===== config.mk =====
export PLATFORM = sky130hd
export DESIGN_NAME = cfm_fault_mode_ctrl
export DESIGN_NICKNAME = d
export VERILOG_FILES = /design/src/cfm_pkg.sv /design/src/cfm_fault_mode_ctrl.sv /design/src/cfm_consec.sv
export SDC_FILE = /design/constraint.sdc
export NUM_CORES = 1
export LEC_CHECK = 0
export BUFFER_PORTS_ARGS = -buffer_cell sky130_fd_sc_hd__buf_2
export CAP_MARGIN = 20
export CORE_MARGIN = 2
export CORE_UTILIZATION = 45
export CTS_CLUSTER_DIAMETER = 200
export DETAILED_ROUTE_END_ITERATION = 8
export HOLD_SLACK_MARGIN = 0.02
export PLACE_DENSITY = 0.74
export REMOVE_ABC_BUFFERS = 1
export SLEW_MARGIN = 5
export SYNTH_ARGS = -nofsm -noshare
export SYNTH_HDL_FRONTEND = slang
export SYNTH_SLANG_ARGS = --single-unit

===== constraint.sdc =====
create_clock -name clk -period 6.68 [get_ports clk]
set_clock_uncertainty 0.1 [all_clocks]
set_input_delay 1.002 -clock clk [delete_from_list [all_inputs] [get_ports clk]]
set_output_delay 1.002 -clock clk [all_outputs]
set_load 0.02 [all_outputs]

===== src/cfm_pkg.sv =====
package cfm_pkg;

    // Clock
    localparam int unsigned CLK_PERIOD_NS    = 25;

    // Consecutive-sample counts
    localparam int unsigned ILIM_CYCLES      = 16;
    localparam int unsigned UV_CYCLES        = 16;
    localparam int unsigned OV_CYCLES        = 2;
    localparam int unsigned LIGHT_CYCLES     = 8;

    // Skip-mode anti-audible timeout, longest time so rounded down
    localparam int unsigned SKIP_TIMEOUT_US  = 40;
    localparam int unsigned SKIP_TIMEOUT_CYC = (SKIP_TIMEOUT_US * 1000) / CLK_PERIOD_NS;
    localparam int unsigned SKIP_TMR_W       = $clog2(SKIP_TIMEOUT_CYC + 1);

    // Analog comparator results, all synchronous levels except cycleEnd
    typedef struct packed {
        logic supplyLockout;   // Bias supply below lockout
        logic turnOnAbove;     // Enable pin above 1.35 V
        logic turnOnBelow;     // Enable pin below 1.1 V
        logic rampAbove1v0;    // Startup ramp reached 1.0 V
        logic fbUnder;         // Feedback below under-voltage threshold
        logic fbOver;          // Feedback above 115 % of reference
        logic fbBelowDisch;    // Feedback below 0.25 V
        logic fbAboveRedisch;  // Feedback above 0.5 V
        logic fbOutOfWindow;   // Feedback outside regulation window
        logic fbBelowRef;      // Feedback below reference level
        logic fbDroop;         // Output 1.5 % below regulation point
        logic phaseHigh;       // Phase node above about 0.7 V
        logic lowSideFullOn;   // Low-side switch fully enhanced
        logic currentLimit;    // Current limit hit this cycle
        logic cycleEnd;        // One-cycle strobe at end of switching cycle
        logic lightLoad;       // Load at or below half the ripple
        logic overTemp;        // Die at about 160 C
        logic tempRecovered;   // Die below 130 C
        logic pulseOnly;       // Mode select pin below 0.6 V
    } cfm_cmp_t;

    // Sticky record of what set the fault latch
    typedef struct packed {
        logic overCurrent;
        logic underVoltage;
        logic overVoltage;
        logic highSideShort;
        logic overTemp;
    } cfm_cause_t;

    localparam cfm_cause_t CAUSE_RESET = '0;

    // Sequencer states
    typedef enum logic [2:0] {
        ST_OFF,
        ST_SOFTSTART,
        ST_RUN,
        ST_FAULT,
        ST_REARM
    } cfm_state_t;

    localparam cfm_state_t STATE_RESET = ST_OFF;

endpackage


===== src/cfm_fault_mode_ctrl.sv =====
// Operation
// RQ1: Sixteen consecutive current-limit cycles latch fault
// RQ2: Over-current latches even during soft-start
// RQ3: Latched fault clears only via new soft-start
// RQ4: Discharge low-side below 0.25V, re-arm above 0.5V
// RQ5: Sixteen consecutive under-voltage cycles latch fault
// RQ6: Under-voltage blocked during soft-start
// RQ7: Two consecutive over-voltage cycles latch fault
// RQ8: Phase high with low-side on latches immediately
// RQ9: Over-voltage and short act during soft-start
// RQ10: Sink enable pin to 1.1V, then pull-up
// RQ11: Enable above 1.35V starts new soft-start
// RQ12: External enable network chooses restart behaviour
// RQ13: Hold enable high to prevent auto restart
// RQ14: Fault at 160C, restart below 130C
// RQ15: Power-good low when feedback out of window
// RQ16: Power-good low until fault latch armed
// RQ17: Eight light-load cycles enter skip mode
// RQ18: Skip pulse launched at reference crossing
// RQ19: Force sink after 40us without pulse
// RQ20: Leave skip mode on 1.5% droop
// RQ21: Pulse-only select disables skip mode
// RQ22: Fault latch, skip inhibited below ramp 1.0V
// RQ23: Lockout or enable toggle resets, discharges ramp
// RQ24: Only discharge switching while fault latched
`timescale 1ns/1ps

module cfm_fault_mode_ctrl
    import cfm_pkg::*;
(
    // Clock and reset
    input  wire logic       clk,
    input  wire logic       rst_n,
    // Comparator bundle
    input  wire cfm_cmp_t   cmp,
    // Power stage control
    output logic            switchEnable,
    output logic            lowSideDischarge,
    output logic            rampDischarge,
    // Fault status
    output logic            faultLatch,
    output cfm_cause_t      faultCause,
    output logic            faultArmed,
    // Enable pin network
    output logic            turnOnSinkEnable,
    output logic            turnOnPullupEnable,
    // Power-good open-drain pin
    output logic            powerGoodFlagOut,
    output logic            powerGoodFlagOe,
    // Light-load skip mode
    output logic            skipMode,
    output logic            skipPulseLaunch,
    output logic            skipForceSink
);

    cfm_state_t             state;
    cfm_state_t             next_state;
    logic                   enPresent;
    logic                   otHold;
    logic                   ilimHit;
    logic                   uvHit;
    logic                   ovHit;
    logic                   lightHit;
    logic                   shortNow;
    logic                   tripArmed;
    logic                   tripAlways;
    logic                   trip;
    logic                   logicReset;
    logic                   fbBelowRefPrev;
    logic                   refCross;
    logic [SKIP_TMR_W-1:0]  skipTimer;
    logic                   skipTimeout;

    localparam logic [SKIP_TMR_W-1:0] SKIP_LIMIT = SKIP_TMR_W'(SKIP_TIMEOUT_CYC);

    // True in the states where the converter is allowed to switch normally
    function automatic logic is_switching(input cfm_state_t s);
        return (s == ST_SOFTSTART) || (s == ST_RUN);
    endfunction

    // True in the states where the latched fault is still being served
    function automatic logic is_latched(input cfm_state_t s);
        return (s == ST_FAULT) || (s == ST_REARM);
    endfunction

    // Supply lockout synchronously resets the sequencer and its outputs except the skip pulse requests; the enable and thermal holds keep their state
    assign logicReset = cmp.supplyLockout; // RQ23

    // Enable level with the pin's own hysteresis between 1.1 V and 1.35 V
    always_ff @(posedge clk or negedge rst_n) begin
        if (!rst_n) begin
            enPresent <= 1'b0;
        end else if (cmp.turnOnAbove) begin
            enPresent <= 1'b1; // RQ11
        end else if (cmp.turnOnBelow) begin
            enPresent <= 1'b0; // RQ10
        end
    end

    // Thermal hold: set hot, released only once the die has cooled
    always_ff @(posedge clk or negedge rst_n) begin
        if (!rst_n) begin
            otHold <= 1'b0;
        end else if (cmp.overTemp) begin
            otHold <= 1'b1; // RQ14
        end else if (cmp.tempRecovered) begin
            otHold <= 1'b0; // RQ14
        end
    end

    // Current limit counted per switching cycle, not per clock
    cfm_consec #(
        .COUNT  (ILIM_CYCLES)
    ) u_ilim (
        .clk    (clk),
        .rst_n  (rst_n),
        .clear  (!is_switching(state)),
        .sample (cmp.cycleEnd),
        .cond   (cmp.currentLimit),
        .hit    (ilimHit)
    ); // RQ1

    // Under-voltage run, counted only once the fault latch is armed
    cfm_consec #(
        .COUNT  (UV_CYCLES)
    ) u_uv (
        .clk    (clk),
        .rst_n  (rst_n),
        .clear  (state != ST_RUN),
        .sample (1'b1),
        .cond   (cmp.fbUnder),
        .hit    (uvHit)
    ); // RQ5 RQ6

    // Over-voltage run of two clocks filters single-cycle glitches
    cfm_consec #(
        .COUNT  (OV_CYCLES)
    ) u_ov (
        .clk    (clk),
        .rst_n  (rst_n),
        .clear  (!is_switching(state)),
        .sample (1'b1),
        .cond   (cmp.fbOver),
        .hit    (ovHit)
    ); // RQ7

    // Light-load run that qualifies skip-mode entry
    cfm_consec #(
        .COUNT  (LIGHT_CYCLES)
    ) u_light (
        .clk    (clk),
        .rst_n  (rst_n),
        .clear  (state != ST_RUN),
        .sample (1'b1),
        .cond   (cmp.lightLoad),
        .hit    (lightHit)
    ); // RQ17

    // Shorted high side has no filter: a real short must stop at once
    assign shortNow   = cmp.phaseHigh && cmp.lowSideFullOn; // RQ8

    // Faults that may act during soft-start
    assign tripAlways = ilimHit || ovHit || shortNow; // RQ2 RQ9

    // Faults blanked until the ramp has armed the latch
    assign tripArmed  = uvHit || cmp.overTemp; // RQ6 RQ22

    assign trip = is_switching(state) && (tripAlways || ((state == ST_RUN) && tripArmed));

    // Sequencer next state
    always_comb begin
        next_state = state;
        case (state)
            ST_OFF: begin
                // New soft-start only with enable high and die cool
                if (enPresent && !otHold) begin
                    next_state = ST_SOFTSTART; // RQ11 RQ14
                end
            end
            ST_SOFTSTART: begin
                if (!enPresent) begin
                    next_state = ST_OFF; // RQ23
                end else if (trip) begin
                    next_state = ST_FAULT;
                end else if (cmp.rampAbove1v0) begin
                    next_state = ST_RUN; // RQ22
                end
            end
            ST_RUN: begin
                if (!enPresent) begin
                    next_state = ST_OFF; // RQ23
                end else if (trip) begin
                    next_state = ST_FAULT;
                end
            end
            ST_FAULT: begin
                // Stays here for good if the pin is held high externally
                if (!enPresent) begin
                    next_state = ST_REARM; // RQ10 RQ13
                end
            end
            ST_REARM: begin
                // Pull-up back on; wait for the pin to charge past 1.35 V
                if (enPresent && !otHold) begin
                    next_state = ST_OFF; // RQ3 RQ11
                end
            end
            default: begin
                next_state = ST_OFF;
            end
        endcase
    end

    // Sequencer state register
    always_ff @(posedge clk or negedge rst_n) begin
        if (!rst_n) begin
            state <= STATE_RESET;
        end else if (logicReset) begin
            state <= ST_OFF; // RQ23
        end else begin
            state <= next_state;
        end
    end

    // Fault latch; cleared only by lockout or a full enable cycle
    always_ff @(posedge clk or negedge rst_n) begin
        if (!rst_n) begin
            faultLatch <= 1'b0;
        end else if (logicReset) begin
            faultLatch <= 1'b0; // RQ23
        end else begin
            faultLatch <= is_latched(next_state); // RQ3
        end
    end

    // Sticky cause bits, cleared with the next soft-start
    always_ff @(posedge clk or negedge rst_n) begin
        if (!rst_n) begin
            faultCause <= CAUSE_RESET;
        end else if (logicReset || (next_state == ST_SOFTSTART)) begin
            faultCause <= CAUSE_RESET;
        end else if (trip) begin
            faultCause.overCurrent   <= ilimHit;
            faultCause.underVoltage  <= (state == ST_RUN) && uvHit;
            faultCause.overVoltage   <= ovHit;
            faultCause.highSideShort <= shortNow;
            faultCause.overTemp      <= (state == ST_RUN) && cmp.overTemp;
        end
    end

    // Armed flag mirrors the end of the soft-start window
    always_ff @(posedge clk or negedge rst_n) begin
        if (!rst_n) begin
            faultArmed <= 1'b0;
        end else begin
            faultArmed <= !logicReset && (next_state == ST_RUN); // RQ22
        end
    end

    // Gate drive permission; nothing switches while the latch is set
    always_ff @(posedge clk or negedge rst_n) begin
        if (!rst_n) begin
            switchEnable <= 1'b0;
        end else begin
            switchEnable <= !logicReset && is_switching(next_state); // RQ24
        end
    end

    // Output discharge with 0.25 V / 0.5 V hysteresis avoids undershoot
    always_ff @(posedge clk or negedge rst_n) begin
        if (!rst_n) begin
            lowSideDischarge <= 1'b0;
        end else if (logicReset || !is_latched(next_state)) begin
            lowSideDischarge <= 1'b0; // RQ24
        end else if (!is_latched(state)) begin
            lowSideDischarge <= !cmp.fbBelowDisch; // RQ4
        end else if (cmp.fbBelowDisch) begin
            lowSideDischarge <= 1'b0; // RQ4
        end else if (cmp.fbAboveRedisch) begin
            lowSideDischarge <= 1'b1; // RQ4
        end
    end

    // Startup ramp held discharged whenever the sequencer is in neither soft-start nor run
    always_ff @(posedge clk or negedge rst_n) begin
        if (!rst_n) begin
            rampDischarge <= 1'b1;
        end else begin
            rampDischarge <= logicReset || !is_switching(next_state); // RQ23
        end
    end

    // Enable pin: sink after a fault until 1.1 V, pull-up otherwise
    always_ff @(posedge clk or negedge rst_n) begin
        if (!rst_n) begin
            turnOnSinkEnable   <= 1'b0;
            turnOnPullupEnable <= 1'b1;
        end else begin
            turnOnSinkEnable   <= !logicReset && (next_state == ST_FAULT); // RQ10
            turnOnPullupEnable <= logicReset || (next_state != ST_FAULT); // RQ10
        end
    end

    // Power-good pulls low until armed and whenever out of window
    always_ff @(posedge clk or negedge rst_n) begin
        if (!rst_n) begin
            powerGoodFlagOe <= 1'b1;
        end else begin
            powerGoodFlagOe <= logicReset || (next_state != ST_RUN) // RQ16
                            || cmp.fbOutOfWindow; // RQ15
        end
    end

    // Open drain only ever drives low
    always_ff @(posedge clk or negedge rst_n) begin
        if (!rst_n) begin
            powerGoodFlagOut <= 1'b0;
        end else begin
            powerGoodFlagOut <= 1'b0;
        end
    end

    // Skip mode: enter on light load, leave on droop or forced PWM
    always_ff @(posedge clk or negedge rst_n) begin
        if (!rst_n) begin
            skipMode <= 1'b0;
        end else if (logicReset || (next_state != ST_RUN)) begin
            skipMode <= 1'b0; // RQ22
        end else if (cmp.pulseOnly) begin
            skipMode <= 1'b0; // RQ21
        end else if (skipMode && cmp.fbDroop) begin
            skipMode <= 1'b0; // RQ20
        end else if (lightHit && !cmp.fbDroop) begin
            skipMode <= 1'b1; // RQ17
        end
    end

    // Falling feedback crossing the reference launches a pulse
    always_ff @(posedge clk or negedge rst_n) begin
        if (!rst_n) begin
            fbBelowRefPrev <= 1'b0;
        end else begin
            fbBelowRefPrev <= cmp.fbBelowRef;
        end
    end

    assign refCross = cmp.fbBelowRef && !fbBelowRefPrev;

    // Time since last pulse; restarted by every launch or forced cycle
    always_ff @(posedge clk or negedge rst_n) begin
        if (!rst_n) begin
            skipTimer <= '0;
        end else if (!skipMode || refCross || skipTimeout) begin
            skipTimer <= '0;
        end else begin
            skipTimer <= skipTimer + SKIP_TMR_W'(1);
        end
    end

    // A crossing in the timeout cycle wins, so no double pulse occurs
    assign skipTimeout = skipMode && !refCross && (skipTimer == SKIP_LIMIT - SKIP_TMR_W'(1));

    // One-cycle pulse requests; none once the run ends, so a trip never switches
    always_ff @(posedge clk or negedge rst_n) begin
        if (!rst_n) begin
            skipPulseLaunch <= 1'b0;
            skipForceSink   <= 1'b0;
        end else begin
            skipPulseLaunch <= skipMode && refCross && (next_state == ST_RUN); // RQ18
            skipForceSink   <= skipTimeout && (next_state == ST_RUN); // RQ19 RQ24
        end
    end

endmodule // cfm_fault_mode_ctrl


===== src/cfm_consec.sv =====
`timescale 1ns/1ps

// Counts consecutive samples on which cond holds; hit once COUNT is reached
module cfm_consec #(
    parameter int unsigned COUNT = 16
) (
    // Clock and reset
    input  wire logic clk,
    input  wire logic rst_n,
    // Control
    input  wire logic clear,
    input  wire logic sample,
    input  wire logic cond,
    // Result
    output logic      hit
);

    localparam int unsigned CW = $clog2(COUNT + 1);
    localparam logic [CW-1:0] LIMIT = CW'(COUNT);

    logic [CW-1:0] cnt;

    // Saturating run counter; any sample without cond restarts the run
    always_ff @(posedge clk or negedge rst_n) begin
        if (!rst_n) begin
            cnt <= '0;
        end else if (clear) begin
            cnt <= '0;
        end else if (sample) begin
            if (!cond) begin
                cnt <= '0;
            end else if (cnt != LIMIT) begin
                cnt <= cnt + CW'(1);
            end
        end
    end

    assign hit = (cnt == LIMIT);

endmodule // cfm_consec


; After elaboration in Yosys (flattened, before gate mapping)
; Cells that the tools add are included.
; W data, S select, Z words.
[word_totals]
reg_bits = 49
out_inout_bits = 17
[classes]
eq_ne = 26
muxes = 39
n_reduce_logical = 48
add_sub_neg = 5
[ops]
columns = operator, n
row1 = $mux W5, 9
row2 = $mux W3, 9
row3 = $logic_and A1 B1 Y1, 17
row4 = $logic_or A1 B1 Y1, 16
row5 = $ne A3 B2 Y1 const B, 5
row6 = $pmux W3 S5, 1
row7 = $mux W1, 13
row8 = $eq A3 B2 Y1 const B, 4
row9 = $mux W4, 3
row10 = $add A11 B1 Y11 const B, 1
row11 = $eq A11 B11 Y1 const B, 1
row12 = $mux W11, 1
row13 = $add A5 B1 Y5 const B, 2
row14 = $eq A5 B5 Y1 const B, 2
row15 = $ne A5 B5 Y1 const B, 2
row16 = $logic_not A1 Y1, 9
row17 = $ne A4 B4 Y1 const B, 2
row18 = $eq A3 B1 Y1 const B, 2
row19 = $eq A3 B3 Y1 const B, 2
row20 = $mux W2, 3
row21 = $ne A3 B1 Y1 const B, 2
row22 = $reduce_bool A2 Y1, 3
row23 = $add A4 B1 Y4 const B, 1
row24 = $eq A4 B4 Y1 const B, 1
row25 = other kinds (6), 7

; Logic depth before layout (Yosys ltp)
[logic_depth]
word_depth = 13
depth_mapped = 9
mapped_depth_nobuf = 6

; Hierarchy
; A second synthesis with hierarchy kept.
[hier_totals]
cells_unflattened = 249
hier_area_um2 = 2553.7
[by_module_without_submodules]
columns = module, seq_area_each_um2, instances, cells_each, area_each_um2
row1 = cfm_fault_mode_ctrl, 829.5, 1, 144, 1551.5
row2 = cfm_consec (u_uv), 125.1, 1, 34, 319.1
row3 = cfm_consec (u_ilim), 125.1, 1, 34, 306.5
row4 = cfm_consec (u_light), 100.1, 1, 25, 242.7
row5 = cfm_consec (u_ov), 50.0, 1, 12, 133.9

; Worst setup path after synthesis
; OpenSTA, ideal clock, no wires.
[synth_path]
path_type = in2reg
start = input port cmp[7] (netlist bit)
end = register faultCause[4] (netlist bit)
arrival_time_ns = 2.276
required_time_ns = 6.486
path_buffers = 2
setup_ns = 0.094
path_slack_ns = 4.210
path_stages = 6
cell_sequence = a21o_1 o211a_4 or3_1 buf_6 buf_6 a221oi_2
[synth_between]
elab_chain_cells = 10
[synth_lines]
columns = item, line_no
row1 = "start, declared", cfm_fault_mode_ctrl.sv:35  ; input wire cfm_cmp_t cmp,
row2 = $logic_and A1 B1 Y1 *, cfm_fault_mode_ctrl.sv:160  ; assign shortNow = cmp.phaseHigh && cmp.lowSideFullOn;
row3 = $logic_or A1 B1 Y1 *, cfm_fault_mode_ctrl.sv:163  ; assign tripAlways = ilimHit || ovHit || shortNow;
row4 = $logic_or A1 B1 Y1 *, cfm_fault_mode_ctrl.sv:168  ; assign trip = is_switching(state) && (tripAlways || ((state == ST_RUN) && tripArmed));
row5 = $logic_and A1 B1 Y1 *, cfm_fault_mode_ctrl.sv:168
row6 = $mux W3 (on tied branches), "cfm_fault_mode_ctrl.sv:192, cfm_fault_mode_ctrl.sv:183"
row7 = $mux W3 (on tied branches), "cfm_fault_mode_ctrl.sv:190, cfm_fault_mode_ctrl.sv:181"
row8 = $pmux W3 S5, cfm_fault_mode_ctrl.sv:173  ; case (state)
row9 = $eq A3 B1 Y1, cfm_fault_mode_ctrl.sv:240  ; end else if (logicReset || (next_state == ST_SOFTSTART)) begin
row10 = $logic_or A1 B1 Y1, cfm_fault_mode_ctrl.sv:240
row11 = $mux W5 / $reduce_bool A2 Y1 (equally long branches), -
row12 = "end, declared", cfm_fault_mode_ctrl.sv:42  ; output cfm_cause_t faultCause,
; Mark *: on every way between the ends. The rest lies on a longest branch, timed or not.
; A chain may end at the register's enable or synchronous reset.

; Final worst setup path
[layout_path]
start = register state[1]
end = register rampDischarge
[layout_between]
elab_chain_cells = 11
[layout_lines]
columns = item, line_no
row1 = "start, declared", cfm_fault_mode_ctrl.sv:56  ; cfm_state_t state;
row2 = "start signal, assigned", cfm_fault_mode_ctrl.sv:221  ; state <= next_state;
row3 = $eq A3 B2 Y1, "cfm_fault_mode_ctrl.sv:78, cfm_fault_mode_ctrl.sv:168, cfm_fault_mode_ctrl.sv:173"
row4 = $logic_and A1 B1 Y1, cfm_fault_mode_ctrl.sv:168
row5 = $logic_or A1 B1 Y1, cfm_fault_mode_ctrl.sv:168
row6 = $logic_and A1 B1 Y1, cfm_fault_mode_ctrl.sv:168
row7 = $mux W3 (on tied branches), "cfm_fault_mode_ctrl.sv:192, cfm_fault_mode_ctrl.sv:183"
row8 = $mux W3 (on tied branches), "cfm_fault_mode_ctrl.sv:190, cfm_fault_mode_ctrl.sv:181"
row9 = $pmux W3 S5 *, cfm_fault_mode_ctrl.sv:173
row10 = $eq A3 B1 Y1 / $eq A3 B2 Y1 (equally long branches), cfm_fault_mode_ctrl.sv:78  ; return (s == ST_SOFTSTART) || (s == ST_RUN);
row11 = $logic_or A1 B1 Y1 *, cfm_fault_mode_ctrl.sv:78
row12 = $logic_not A1 Y1 *, cfm_fault_mode_ctrl.sv:289  ; rampDischarge <= logicReset || !is_switching(next_state);
row13 = $logic_or A1 B1 Y1 *, cfm_fault_mode_ctrl.sv:289
row14 = "end signal, assigned", cfm_fault_mode_ctrl.sv:289
row15 = "end, declared", cfm_fault_mode_ctrl.sv:39  ; output logic rampDischarge,
; Marks and branches as above.

==> results_dict.tcl <==
set metrics [dict create \
    routedWlPerCell_um 14.1 \
    worstPathRequired_ps 6820 \
    vias 1873 \
    antenna_found_initial 0 \
    die_y_um 78.5 \
    syn_inst 241 \
    cts_root_buffer "clkbuf_8" \
    drive_gt1_share_pct 22.6 \
    ys_types 60 \
    cts_resized 0 \
    p_leak_nw 1.23 \
    rows 27 \
    core_mm2 0.00544 \
    slowest_stage "nor3b_1" \
    cts-buffers-inserted 5 \
    fin_nets 307 \
    fin_crit_ps 2680 \
    dieArea_mm2 0.00616 \
    async_reset_ff_share_pct 100 \
    power_frac_comb_pct 8.8 \
    synthFlopType "dfrtp_1" \
    ios 38 \
    yosysWarningCount 0 \
    place_congestion 0.809 \
    routed_via_density 5.34 \
    areaGrowthSynthToFinish_pct 12.9 \
    tritoncts "yes" \
    hold_viol_final 0 \
    maxCapViolations 0 \
    seq_area_frac_synth_pct 49.2 \
    ys_ff_latch 49 \
    initial_utilization_pct 45.9 \
    powerDensity_mw_per_mm2 187 \
    setup_slack_ps 4000 \
    r2r_end "rampDischarge$_DFF_PN1_" \
    postSynthAreaPerCell_um2 10.4 \
    cts_sinks 49 \
    rr_worst_depth 4 \
    endpoint_kind "register" \
    period_share_pct 40.2 \
    grt_max_degree 50 \
    dr.pass1.iters 4 \
    syn_area_mm2 0.00250 \
    grt_util_all_layers_pct 17.6 \
    synth_edf_count 0 \
    drt_iter0_markers 93 \
    max_freq_ghz 0.373 \
    reg2reg_slack_ps 4000 \
    drc 0 \
    grt_pass1_vias 1801 \
    ant_nets 0 \
    cp-endpoint "rampDischarge$_DFF_PN1_" \
    cts_max_path_buffers 2 \
    crit_chain "nor3b_1 > o21a_1 > or3_1 > mux2_2" \
    die-width_um 78.5 \
    arrival_ps 2820 \
    post_cts_buffers 0 \
    seq_power_share_pct 57.7 \
    hold_path_depth 1 \
    finalSetupTns_ps 0 \
    setup_viol 0 \
    mostFrequentLayoutCell "dfrtp_1" \
    status "completed" \
    total_power_uw 528 \
    cp_max_fo 15 \
    slew_headroom_pct 46.1 \
    crit_type "register to register" \
    rsz0062_at_grt "false" \
    holdWs_ps 399 \
    worst_pin_slew_ps 807 \
    mostFrequentLayoutCells "46 x dfrtp_1, 36 x buf_2, 30 x nor2_1" \
    grt_pass1_wl_mm 8.55 \
    ctsHoldBuffers 0 \
    drv_slew 0 \
    critPathLaunch "state[1]$_DFF_PN0_" \
    crit_path_start_kind "register" \
    swShare_pct 25.8 \
    netSwitchingPower_uw 136 \
    clkSlewWorstSetupHoldPaths_ps 90 \
    vdd_ir_drop_max_mv 0.129 \
    dp_hpwl_mm 3.60 \
    htreeDepth 2 \
    r2r_start "state[1]$_DFF_PN0_" \
    grt.overflow.total 0 \
    cpPeakStageDelay_ps 710 \
    p_int_uw 392 \
    n_antenna_cell 0 \
    clk_latency_ps 300 \
    wl_mm 4.95 \
    clkPwrFrac_pct 33.5 \
    min-delay-path-class "register to register" \
    io_buffers 36 \
    dp_slack_ps 3830 \
]
==> through the flow <==
step,cells,area (um2),util [%]
after CTS,350,2800,51.5
after detailed placement,342,2710,49.8
after global placement,342,2710,49.8
after floorplan,233,2430,-
after global routing,351,2820,51.9
final,351,2820,51.9
==> power groups by stage <==
| stage | Clock (mW) | Sequential, mW | Combinational [mW] |
|---|---|---|---|
| floorplan | 0 | 0.311 | 0.0226 |
| global placement | 0 | 0.310 | 0.0437 |
| detailed placement | 0 | 0.310 | 0.0448 |
| CTS | 0.182 | 0.305 | 0.0452 |
| global route | 0.193 | 0.305 | 0.0517 |
| finish | 0.177 | 0.305 | 0.0462 |
==> flip-flops by register name (all words and copies together) (netlist names), 2 cells and up <==
signal,count
u_ov.cnt,2
u_ilim.cnt,5
u_light.cnt,4
faultCause,5
state,3
u_uv.cnt,5
skipTimer,11
==> cells by family (layout without fill, tap and decap cells) <==
group / count (synthesis) / in the layout / synth area share [%]
compound gates: 37 / 37 / 12.1
other cells: 1 / 1 / 0.150
fa+ha+maj: 8 / 8 / 4.01
buf+inv: 23 / 61 / 4.86
simple gates: 102 / 102 / 21.7
flops: 49 / 49 / 49.2
mux: 4 / 4 / 1.65
xor+xnor: 17 / 17 / 6.26
==> worst max-delay path, delay by kind of cell (launching register included) <==
kind / cells / cell delay, ps
AND/OR/NAND/NOR: 2 / 1240
multiplexers: 1 / 410
flip-flops: 1 / 550
AO/OA/AOI/OAI: 1 / 300
==> worst min path at each step <==
stage                                 startpoint                     end  slack, ps
after global routing      skipTimer[0]$_DFF_PN0_  skipTimer[0]$_DFF_PN0_        440
final                     skipTimer[0]$_DFF_PN0_  skipTimer[0]$_DFF_PN0_        400
after CTS                 skipTimer[0]$_DFF_PN0_  skipTimer[0]$_DFF_PN0_        400
after floorplan           skipTimer[0]$_DFF_PN0_  skipTimer[0]$_DFF_PN0_        360
after detailed placement  skipTimer[0]$_DFF_PN0_  skipTimer[0]$_DFF_PN0_        390
after global placement    skipTimer[0]$_DFF_PN0_  skipTimer[0]$_DFF_PN0_        380
==> layout make-up <==
cell class	count	area [um2]
Fill cell	510	2620
Sequential cell	49	1230
Multi-Input combinational cell	169	1150
Timing Repair Buffer	38	208
Tap cell	72	90.1
Clock buffer	5	68.8
Inverter	15	56.3
Clock inverter	3	21.3
==> cell usage after synthesis (all sizes together), types with 6 or more instances <==
cell	number	share of area [%]
nand3	18	3.6
dfrtp	46	46
nor4	6	1.5
xnor2	10	3.5
buf	6	2.3
o21ai	7	1.4
a21oi	6	1.4
nor2	30	4.5
inv	15	2.3
xor2	7	2.8
ha	8	4.0
nand2	16	2.4
==> routing by layer <==
layer  vias up  GRT usage [%]  wire length [um]
li1        916              -                 -
met1       909           23.6              2370
met2        43           28.9              2290
met3         5           2.87               225
met4         0           6.32                75
met5         -              0                 0
Note: power is estimated with default switching activity, not from simulation.
